$ cat src/msg_register_map_map.svh
/*
  offsets, field positions, reset values, command codes and frame counts
  of the serially programmed mux register map. definitions only.
*/
`ifndef MSG_REGISTER_MAP_MAP_SVH
`define MSG_REGISTER_MAP_MAP_SVH

// ==================================================================
// register offsets
`define MSG_OFS_SWITCH        7'h01
`define MSG_OFS_ERR_ENABLE    7'h02
`define MSG_OFS_ERR_FLAGS     7'h03
`define MSG_OFS_CONSEC        7'h05
`define MSG_OFS_CYCLE_EN      7'h06
`define MSG_OFS_CYCLE_SEL     7'h07
`define MSG_OFS_EDGE          7'h09
`define MSG_OFS_RESTART       7'h0b

// ==================================================================
// reset values
`define MSG_RST_SWITCH        8'h00
`define MSG_RST_ERR_ENABLE    3'h6
`define MSG_RST_CYCLE_SEL8    8'hff
`define MSG_RST_CYCLE_SEL4    8'h0f

// ==================================================================
// field positions
`define MSG_BIT_MUX_EN        0
`define MSG_BIT_ADDR_EN       2
`define MSG_BIT_COUNT_EN      1
`define MSG_BIT_CRC_EN        0
`define MSG_BIT_RW            15

// ==================================================================
// commands and frame counts
`define MSG_CMD_CLEAR         16'h6ca9
`define MSG_CLEAR_FIRST       8'h6c
`define MSG_CMD_EXIT_A        16'ha318
`define MSG_CMD_EXIT_B        16'he3b4
`define MSG_KEY_FIRST         8'ha3
`define MSG_KEY_SECOND        8'h05
`define MSG_CRC_POLY          8'h07
`define MSG_LEN_PLAIN         5'd16
`define MSG_LEN_CRC           5'd24
`define MSG_POS_ADDR          5'd8

`endif

$ cat src/msg_pkg.sv
/*
  types of the mux register map.
  assumes msg_register_map_map.svh holds the numeric constants.
*/
package msg_pkg;
  typedef enum logic [2:0] {
    MODE_ADDR  = 3'b001,
    MODE_CYCLE = 3'b010,
    MODE_EXIT  = 3'b100
  } msg_mode_type;
endpackage : msg_pkg

$ cat src/msg_register_map.sv
/*
  register map of a serially programmed analog mux with general outputs,
  reached over a four-wire serial slave link (mode 0, msb first).
  assumes cs_n, sclk, sdi and convert_trigger_pin are asynchronous pins,
  and clk runs well above four times the serial clock.
*/
`timescale 1ns/1ps
`default_nettype none
`include "msg_register_map_map.svh"

module msg_register_map #(
  parameter bit DUAL_VARIANT = 1'b0                 // 1 = dual 4:1 variant
) (
  input  wire logic       clk,                      // 200 mhz clock
  input  wire logic       reset_n,                  // synchronous reset
  input  wire logic       cs_n,                     // serial chip select
  input  wire logic       sclk,                     // serial clock pin
  input  wire logic       sdi,                      // serial data in
  input  wire logic       convert_trigger_pin,      // cycling step pin
  output logic            sdo,                      // serial data out
  output logic [4:0]      general_output,           // general outputs
  output logic [2:0]      channel_select,           // switch address
  output logic            mux_enable                // mux on
);

  // ================================================================
  // pin synchronisers
  logic [2:0] cs_s_q, sclk_s_q, cnv_s_q;
  logic [1:0] sdi_s_q;

  always_ff @(posedge clk)
  begin
    if (!reset_n)
    begin
      cs_s_q   <= 3'h7;
      sclk_s_q <= 3'h0;
      cnv_s_q  <= 3'h0;
      sdi_s_q  <= 2'h0;
    end
    else
    begin
      cs_s_q   <= {cs_s_q[1:0], cs_n};
      sclk_s_q <= {sclk_s_q[1:0], sclk};
      cnv_s_q  <= {cnv_s_q[1:0], convert_trigger_pin};
      sdi_s_q  <= {sdi_s_q[0], sdi};
    end
  end

  wire sclk_rise = sclk_s_q[1] & ~sclk_s_q[2] & ~cs_s_q[1];
  wire sclk_fall = ~sclk_s_q[1] & sclk_s_q[2] & ~cs_s_q[1];
  wire cs_fall   = ~cs_s_q[1] & cs_s_q[2];
  wire cs_rise   = cs_s_q[1] & ~cs_s_q[2];
  wire sdi_bit   = sdi_s_q[1];

  // ================================================================
  // registers
  logic [7:0]          sw_q, cyc_sel_q, key_q;
  logic [2:0]          err_en_q, flags_q;
  logic                consec_q, cyc_en_q, edge_q;
  msg_pkg::msg_mode_type mode_q;
  logic                soft_q, armed_q;

  // ================================================================
  // frame shifter
  logic [23:0] shift_q;
  logic [4:0]  pos_q;
  logic        over_q, bad_addr_q;
  logic [7:0]  crc_q, rd_sh_q;
  logic        sdo_q;

  wire        crc_on    = err_en_q[`MSG_BIT_CRC_EN];
  wire [4:0]  frame_len = crc_on ? `MSG_LEN_CRC : `MSG_LEN_PLAIN;
  wire        cycling   = (mode_q != msg_pkg::MODE_ADDR);
  wire [23:0] shift_nx  = {shift_q[22:0], sdi_bit};
  wire [4:0]  pos_nx    = pos_q + 5'd1;
  wire        counting  = sclk_rise & (pos_q != frame_len);
  wire        addr_edge = counting & (pos_nx == `MSG_POS_ADDR);
  wire        done      = counting & (pos_nx == frame_len);
  wire [15:0] cmd       = crc_on ? shift_nx[23:8] : shift_nx[15:0];
  wire [6:0]  addr_nx   = shift_nx[6:0];
  wire        rd_nx     = shift_nx[7];

  // address byte check, the clear command itself is exempt
  wire addr_known = (addr_nx == `MSG_OFS_SWITCH) | (addr_nx == `MSG_OFS_ERR_ENABLE)
                  | (addr_nx == `MSG_OFS_ERR_FLAGS) | (addr_nx == `MSG_OFS_CONSEC)
                  | (addr_nx == `MSG_OFS_CYCLE_EN) | (addr_nx == `MSG_OFS_CYCLE_SEL)
                  | (addr_nx == `MSG_OFS_EDGE) | (addr_nx == `MSG_OFS_RESTART);
  wire addr_clear = (shift_nx[7:0] == `MSG_CLEAR_FIRST);
  wire addr_bad   = err_en_q[`MSG_BIT_ADDR_EN] & ~addr_clear & ~cycling
                  & (~addr_known | (~rd_nx & (addr_nx == `MSG_OFS_ERR_FLAGS)));

  // serial crc over the command bits
  wire       crc_fb  = crc_q[7] ^ sdi_bit;
  wire [7:0] crc_nx  = {crc_q[6:0], 1'b0} ^ (crc_fb ? `MSG_CRC_POLY : 8'h00);
  wire       crc_ok  = ~crc_on | (crc_q == shift_nx[7:0]);

  // command outcome
  wire       is_clear  = (cmd == `MSG_CMD_CLEAR);
  wire       clear_go  = done & crc_ok & is_clear & ~cycling;
  wire       wr_go     = done & crc_ok & ~bad_addr_q & ~cmd[`MSG_BIT_RW]
                       & ~is_clear & ~cycling;
  wire [6:0] wr_addr   = cmd[14:8];
  wire [7:0] wr_data   = cmd[7:0];
  wire       wr_switch = wr_go & (wr_addr == `MSG_OFS_SWITCH);
  wire       wr_key    = wr_go & (wr_addr == `MSG_OFS_RESTART);
  wire       key_done  = wr_key & armed_q & (wr_data == `MSG_KEY_SECOND);
  wire       exit_a    = done & crc_ok & mode_q == msg_pkg::MODE_CYCLE
                       & (cmd == `MSG_CMD_EXIT_A);
  wire       exit_b    = done & crc_ok & (mode_q == msg_pkg::MODE_EXIT)
                       & (cmd == `MSG_CMD_EXIT_B);

  // count check when the frame closes
  wire count_bad = consec_q ? ((pos_q != 5'd0) | over_q)
                            : ((pos_q != frame_len) | over_q);
  wire count_err = cs_rise & err_en_q[`MSG_BIT_COUNT_EN] & ~cycling & count_bad;

  // read data chosen at the address edge
  logic [7:0] rd_data;
  always_comb
  begin
    case (addr_nx)
      `MSG_OFS_SWITCH:     rd_data = sw_q;
      `MSG_OFS_ERR_ENABLE: rd_data = {5'h00, err_en_q};
      `MSG_OFS_ERR_FLAGS:  rd_data = {5'h00, flags_q};
      `MSG_OFS_CONSEC:     rd_data = {7'h00, consec_q};
      `MSG_OFS_CYCLE_EN:   rd_data = {7'h00, cyc_en_q};
      `MSG_OFS_CYCLE_SEL:  rd_data = cyc_sel_q;
      `MSG_OFS_EDGE:       rd_data = {7'h00, edge_q};
      `MSG_OFS_RESTART:    rd_data = key_q;
      default:             rd_data = 8'h00;
    endcase
  end

  always_ff @(posedge clk)
  begin
    if (!reset_n || cs_fall)
    begin
      shift_q    <= 24'h000000;
      pos_q      <= 5'd0;
      over_q     <= 1'b0;
      bad_addr_q <= 1'b0;
      crc_q      <= 8'h00;
    end
    else if (sclk_rise)
    begin
      shift_q <= shift_nx;
      if (pos_q == frame_len)
        over_q <= 1'b1;
      else if (done && consec_q)
        pos_q <= 5'd0;
      else
        pos_q <= pos_nx;
      if (addr_edge)
        bad_addr_q <= addr_bad;
      else if (done)
        bad_addr_q <= 1'b0;
      if (done)
        crc_q <= 8'h00;
      else if (pos_q < `MSG_LEN_PLAIN)
        crc_q <= crc_nx;
    end
  end

  // data out changes on the falling serial edge
  always_ff @(posedge clk)
  begin
    if (!reset_n || cs_fall)
    begin
      rd_sh_q <= 8'h00;
      sdo_q   <= 1'b0;
    end
    else if (addr_edge)
      rd_sh_q <= rd_nx ? rd_data : 8'h00;
    else if (sclk_fall)
    begin
      sdo_q   <= rd_sh_q[7];
      rd_sh_q <= {rd_sh_q[6:0], 1'b0};
    end
  end

  assign sdo = sdo_q;

  // ================================================================
  // register file
  wire [7:0] sel_rst = DUAL_VARIANT ? `MSG_RST_CYCLE_SEL4 : `MSG_RST_CYCLE_SEL8;
  wire [2:0] flag_set = {addr_edge & addr_bad, count_err, done & ~crc_ok};

  always_ff @(posedge clk)
  begin
    if (!reset_n || soft_q)
    begin
      sw_q      <= `MSG_RST_SWITCH;
      err_en_q  <= `MSG_RST_ERR_ENABLE;
      consec_q  <= 1'b0;
      cyc_en_q  <= 1'b0;
      cyc_sel_q <= sel_rst;
      edge_q    <= 1'b0;
      key_q     <= 8'h00;
      flags_q   <= 3'h0;
    end
    else
    begin
      if (wr_switch)
        sw_q <= wr_data;
      if (wr_go && wr_addr == `MSG_OFS_ERR_ENABLE)
        err_en_q <= wr_data[2:0];
      if (wr_go && wr_addr == `MSG_OFS_CONSEC)
        consec_q <= wr_data[0];
      if (wr_go && wr_addr == `MSG_OFS_CYCLE_EN)
        cyc_en_q <= wr_data[0];
      else if (exit_b)
        cyc_en_q <= 1'b0;
      if (wr_go && wr_addr == `MSG_OFS_CYCLE_SEL)
        cyc_sel_q <= wr_data & sel_rst;
      if (wr_go && wr_addr == `MSG_OFS_EDGE)
        edge_q <= wr_data[0];
      if (wr_key)
        key_q <= wr_data;
      // a new error in the clearing cycle survives
      flags_q <= (clear_go ? 3'h0 : flags_q) | flag_set;
    end
  end

  // two-step restart key and channel cycling mode
  always_ff @(posedge clk)
  begin
    if (!reset_n || soft_q)
    begin
      soft_q  <= 1'b0;
      armed_q <= 1'b0;
      mode_q  <= msg_pkg::MODE_ADDR;
    end
    else
    begin
      soft_q <= key_done;
      if (done)
        armed_q <= wr_key & (wr_data == `MSG_KEY_FIRST);
      case (mode_q)
        msg_pkg::MODE_ADDR:
          if (cyc_en_q)
            mode_q <= msg_pkg::MODE_CYCLE;
        msg_pkg::MODE_CYCLE:
          if (exit_a)
            mode_q <= msg_pkg::MODE_EXIT;
        msg_pkg::MODE_EXIT:
          if (exit_b)
            mode_q <= msg_pkg::MODE_ADDR;
          else if (done)
            mode_q <= msg_pkg::MODE_CYCLE;
        default:
          mode_q <= msg_pkg::MODE_ADDR;
      endcase
    end
  end

  // ================================================================
  // channel stepping on the convert pin
  function automatic logic [2:0] next_chan(input logic [2:0] idx, input logic [7:0] mask);
    logic [2:0] res;
    logic       found;
    logic [2:0] cand;
    res   = idx;
    found = 1'b0;
    for (int k = 1; k <= 8; k++)
    begin
      cand = idx + 3'(k);
      if (DUAL_VARIANT)
        cand = {1'b0, cand[1:0]};
      if (!found && mask[cand])
      begin
        res   = cand;
        found = 1'b1;
      end
    end
    return res;
  endfunction : next_chan

  logic [2:0] cyc_idx_q;
  wire cnv_edge = ~cs_s_q[1] & (edge_q ? (~cnv_s_q[1] & cnv_s_q[2])
                                       : (cnv_s_q[1] & ~cnv_s_q[2]));
  wire [2:0] last_idx = DUAL_VARIANT ? 3'd3 : 3'd7;

  always_ff @(posedge clk)
  begin
    if (!reset_n || soft_q)
      cyc_idx_q <= 3'd0;
    else if (!cycling)
      cyc_idx_q <= next_chan(last_idx, cyc_sel_q);
    else if (cnv_edge)
      cyc_idx_q <= next_chan(cyc_idx_q, cyc_sel_q);
  end

  // ================================================================
  // output pins, all loaded in one edge
  wire [4:0] gpo_from_sw  = DUAL_VARIANT ? sw_q[7:3] : {1'b0, sw_q[7:4]};
  wire [2:0] chan_from_sw = DUAL_VARIANT ? {1'b0, sw_q[2:1]} : sw_q[3:1];
  logic [4:0] gpo_q;
  logic [2:0] chan_q;
  logic       en_q;

  always_ff @(posedge clk)
  begin
    if (!reset_n)
    begin
      gpo_q  <= 5'h00;
      chan_q <= 3'd0;
      en_q   <= 1'b0;
    end
    else
    begin
      gpo_q  <= cycling ? 5'h00 : gpo_from_sw;
      chan_q <= cycling ? cyc_idx_q : chan_from_sw;
      en_q   <= cycling ? (cyc_sel_q != 8'h00) : sw_q[`MSG_BIT_MUX_EN];
    end
  end

  assign general_output = gpo_q;
  assign channel_select = chan_q;
  assign mux_enable     = en_q;
endmodule : msg_register_map
`default_nettype wire

$ cat config.mk
export PLATFORM = sky130hd
export DESIGN_NAME = msg_register_map
export DESIGN_NICKNAME = d
export VERILOG_FILES = /design/src/msg_pkg.sv /design/src/msg_register_map.sv
export VERILOG_INCLUDE_DIRS = /design/src
export SDC_FILE = /design/constraint.sdc
export NUM_CORES = 1
export LEC_CHECK = 0
export BUFFER_PORTS_ARGS = -buffer_cell sky130_fd_sc_hd__buf_2
export CAP_MARGIN = 20
export CELL_PAD_IN_SITES_DETAIL_PLACEMENT = 1
export CELL_PAD_IN_SITES_GLOBAL_PLACEMENT = 1
export CORE_AREA = 2 2 121 123
export DETAILED_ROUTE_END_ITERATION = 8
export DIE_AREA = 0 0 123 125
export HOLD_SLACK_MARGIN = 0.05
export PLACE_DENSITY = 0.76
export SLEW_MARGIN = 20
export SYNTH_ARGS = -nofsm -noshare
export SYNTH_HDL_FRONTEND = slang
export SYNTH_SLANG_ARGS = --single-unit
$ cat constraint.sdc
create_clock -name clk -period 3.4 [get_ports clk]
set_clock_uncertainty 0.1 [all_clocks]
set_input_delay 0.68 -clock clk [delete_from_list [all_inputs] [get_ports clk]]
set_output_delay 0.68 -clock clk [all_outputs]
set_load 0.1 [all_outputs]
==> results.sh <==
export IMPL_grt_max_degree=38
export IMPL_cts_max_level=3
export IMPL_regArea_um2=2140
export IMPL_die_y_um=125
export IMPL_reg2regPathDepth=10
export IMPL_power_leakage_nw=2.23
export IMPL_slowest_delay_ns=0.44
export IMPL_syn_mean_instance_area_um2=8.06
export IMPL_synth_nets=745
export IMPL_rsz0062_at_grt="no"
export IMPL_cpMaxStageDelayCell="or3_1"
export IMPL_globalplace_congestion=0.896
export IMPL_crit_chain="inv_1 > ha_1 > buf_4 > mux2i_1 > mux2i_1 > o221ai_1 > nand3_1 > or3_1 > nand4b_1 > a21oi_1"
export IMPL_synthesis_area_um2=5920
export IMPL_timing_fmax_ghz=0.332
export IMPL_reg2reg_to="cyc_idx_q[2]"
export IMPL_crit_end="cyc_idx_q[2]"
export IMPL_numCtsBuffers=9
export IMPL_grt_pass1_wl_mm=28.2
export IMPL_die_w_um=123
export IMPL_clkTransAtPathRegs_ns=0.08
export IMPL_grt_pass1_vias=5381
export IMPL_cts_setup_buffers=0
export IMPL_maxSlewHeadroom_pct=55.1
export IMPL_drc_errors=0
export IMPL_setup_viol=0
export IMPL_power_internal_mw=1.80
export IMPL_switching_power_uw=599
export IMPL_status="complete, no violations"
export IMPL_hold_buffers=0
export IMPL_maxSlewViolCount=0
export IMPL_crit_fanout=13
export IMPL_yosysWarnings=0
export IMPL_critPathTopFamily="simple AND/OR/NAND/NOR gates"
export IMPL_avgViaCountPerCell=5.91
export IMPL_r2r_start="cyc_idx_q[0]"
export IMPL_critPathLaunch="cyc_idx_q[0]"
export IMPL_maxCapViolations=0
export IMPL_multi_input_area_um2=3490
export IMPL_power_density_nw_per_um2=371
export IMPL_finalSetupTns_ns=0
export IMPL_dp_hpwl_mm=12.8
export IMPL_synth_cells=734
export IMPL_path_common_cell="mux2i_1"
export IMPL_first_pass_iters=5
export IMPL_num_vias=5369
export IMPL_cts_num_sinks=107
export IMPL_worstMarginPinSlew_ns=0.672
export IMPL_areaGrowthSynthToFinish_pct=9.33
export IMPL_io_pins=16
export IMPL_power_mw=2.40
export IMPL_insertion_delay_ns=0.37
export IMPL_p_clk_share_pct=44.6
export IMPL_synth_seq_cells=107
export IMPL_clockRootBuffer="clkbuf_16"
export IMPL_hold_path_class="flip-flop to flip-flop"
export IMPL_switching_share_pct=25.0
export IMPL_cp_depth=10
export IMPL_final_nets=731
export IMPL_final_core_util_pct=45.5
export IMPL_ant_nets=0
export IMPL_final_hold_viol_count=0
export IMPL_startpoint_type="flip-flop"
export IMPL_coreArea_um2=14200
export IMPL_synthDistinctLibCells=80
export IMPL_arrival_ns=3.16
export IMPL_n_fill_cell=1743
export IMPL_p_seq_share_pct=52.5
export IMPL_cts_tree="built"
export IMPL_setup_worst_path_end_class="flip-flop"
export IMPL_post_route_period_util_pct=88.7
export IMPL_period_minus_slack_ns=3.02
export IMPL_num_rows=44
export IMPL_wl_per_cell_um=19.2
export IMPL_start_util_pct=41.7
export IMPL_portBuffers=14
export IMPL_yosys_most_used_dff="dfxtp_1"
export IMPL_path_class="flip-flop to flip-flop"
export IMPL_cts_max_path_buffers=2
export IMPL_yosysSeqAreaShare_pct=36.2
export IMPL_post_route_cells_drive_above_1_share_pct=11.9
export IMPL_path_buf_inv=2
export IMPL_dieArea_um2=15400
export IMPL_p_comb_share_pct=2.9
export IMPL_cts_resized=0
export IMPL_cp_required_ns=3.54
export IMPL_hold_slack_ns=0.349
export IMPL_totalWireLength_mm=17.4
export IMPL_diodes=0
export IMPL_antenna_found_initial=0
export IMPL_r2r_slack_ns=0.38
export IMPL_synthArstFlopShare_pct=0
export IMPL_ir_worst_vdd_mv=0.273
export IMPL_globalRouteTotalUtil_pct=23.3
export IMPL_dr_first_iter_drc_count=260
export IMPL_grt_ovfl_total=0
export IMPL_synth_edf_count=0
==> sequential cells by signal, indices dropped and copies added (netlist names), 2 cells and up <==
signal and cells:
cnv_s_q 3, sw_q 8, general_output 4, crc_q 8, mode_q 3, key_q 8
err_en_q 3, cyc_sel_q 8, cyc_idx_q 3, flags_q 3, cs_s_q 3, channel_select 3
sclk_s_q 3, shift_q 23, pos_q 5, sdi_s_q 2, rd_sh_q 8
==> cell families (layout without fill, tap and decap cells) <==
family | after synthesis | after routing | share of synthesized area (%)
AOI/OAI and AO/OA | 164 | 164 | 18.1
xor gates and xnor gates | 20 | 20 | 3.19
adders and majority gates | 5 | 5 | 1.06
buffers and inverters | 75 | 66 | 5.14
DFF | 107 | 107 | 36.2
muxes | 44 | 44 | 9.20
other | 1 | 1 | 0.0634
and+or+nand+nor | 318 | 318 | 27.0
==> power by group through the flow <==
stage,registers [mW],clock network [mW],logic [mW]
after detailed placement,1.29,0,0.0694
final,1.26,1.07,0.0696
after global routing,1.26,1.15,0.0760
after CTS,1.26,1.10,0.0695
after global placement,1.29,0,0.0633
after floorplan,1.29,0,0.0471
==> cell usage after synthesis, types with 3 or more instances <==
| cell | number | share of area (%) |
|---|---|---|
| dfxtp_1 | 107 | 36 |
| nand2_1 | 100 | 6.3 |
| nor2_1 | 61 | 3.9 |
| a21oi_1 | 56 | 4.7 |
| clkbuf_1 | 47 | 3.0 |
| nand3_1 | 38 | 3.2 |
| o21ai_0 | 34 | 2.9 |
| nor3_1 | 26 | 2.2 |
| mux2i_1 | 24 | 4.1 |
| xnor2_1 | 15 | 2.2 |
| nand2b_1 | 14 | 1.5 |
| and3_1 | 13 | 1.4 |
| inv_1 | 13 | 0.82 |
| mux2_2 | 13 | 2.5 |
| nor2b_1 | 11 | 1.2 |
| nor4_1 | 11 | 1.2 |
| a211oi_1 | 8 | 1.0 |
| and2_1 | 8 | 0.85 |
| mux4_2 | 7 | 2.7 |
| nand4_1 | 7 | 0.74 |
| o31ai_1 | 7 | 0.89 |
| buf_2 | 6 | 0.51 |
| a222oi_1 | 5 | 0.85 |
| a31oi_1 | 5 | 0.53 |
| buf_1 | 5 | 0.32 |
| ha_1 | 5 | 1.1 |
| o211ai_1 | 5 | 0.63 |
| a21o_1 | 4 | 0.51 |
| a22oi_1 | 4 | 0.51 |
| nand3b_1 | 4 | 0.51 |
| xor2_1 | 4 | 0.59 |
| a21boi_0 | 3 | 0.38 |
| a22o_1 | 3 | 0.44 |
| nor3b_1 | 3 | 0.38 |
==> placed cells by master (no fill, tap or decap), drive strengths merged, types with 7 or more instances in the layout <==
cell / netlist / layout
a211oi: 8 / 8
xnor2: 15 / 15
o21ai: 34 / 34
nand2b: 14 / 14
clkbuf: 47 / 9
mux4: 7 / 7
buf: 14 / 36
a21oi: 56 / 56
dfxtp: 107 / 107
nor3: 27 / 27
inv: 13 / 17
and2: 8 / 8
and3: 13 / 13
nor2: 61 / 61
nor2b: 11 / 11
nand2: 100 / 100
mux2: 13 / 13
nand3: 41 / 41
mux2i: 24 / 24
o31ai: 7 / 7
nor4: 11 / 11
nand4: 7 / 7
==> area by class of cell <==
type / instances / area share [%]
inverters: 14 / 0.812
flip-flops and latches: 107 / 33.1
multi-input cells: 552 / 53.9
clock buffers: 9 / 3.48
clock inverters: 7 / 1.14
repair buffers: 36 / 3.95
well taps: 184 / 3.56
==> through the flow <==
stage,setup WS (ns),area (µm²),std cells
after detailed placement,0.429,6170,893
after global placement,0.531,6140,892
after floorplan,0.00936,5920,734
after CTS,0.408,6470,909
after global routing,0.144,6470,909
final,0.384,6470,909
==> layer usage <==
metal / up-vias / part of all wire (%) / track usage, %
li1: 2603 / - / -
met4: 0 / 2.9 / 8.36
met3: 35 / 3.3 / 4.97
met5: - / 0 / 0
met1: 2647 / 46 / 31.0
met2: 84 / 48 / 37.0
==> worst min path at each step <==
stage	start	to	depth (start not counted)
CTS	sdi_s_q[0]	sdi_s_q[1]	1
global placement	sdi_s_q[0]	sdi_s_q[1]	1
floorplan	cs_s_q[0]	cs_s_q[1]	1
detailed placement	sclk_s_q[0]	sclk_s_q[1]	1
finish	cnv_s_q[0]	cnv_s_q[1]	1
global route	cnv_s_q[0]	cnv_s_q[1]	1
Power figures use the tool's default switching activity.
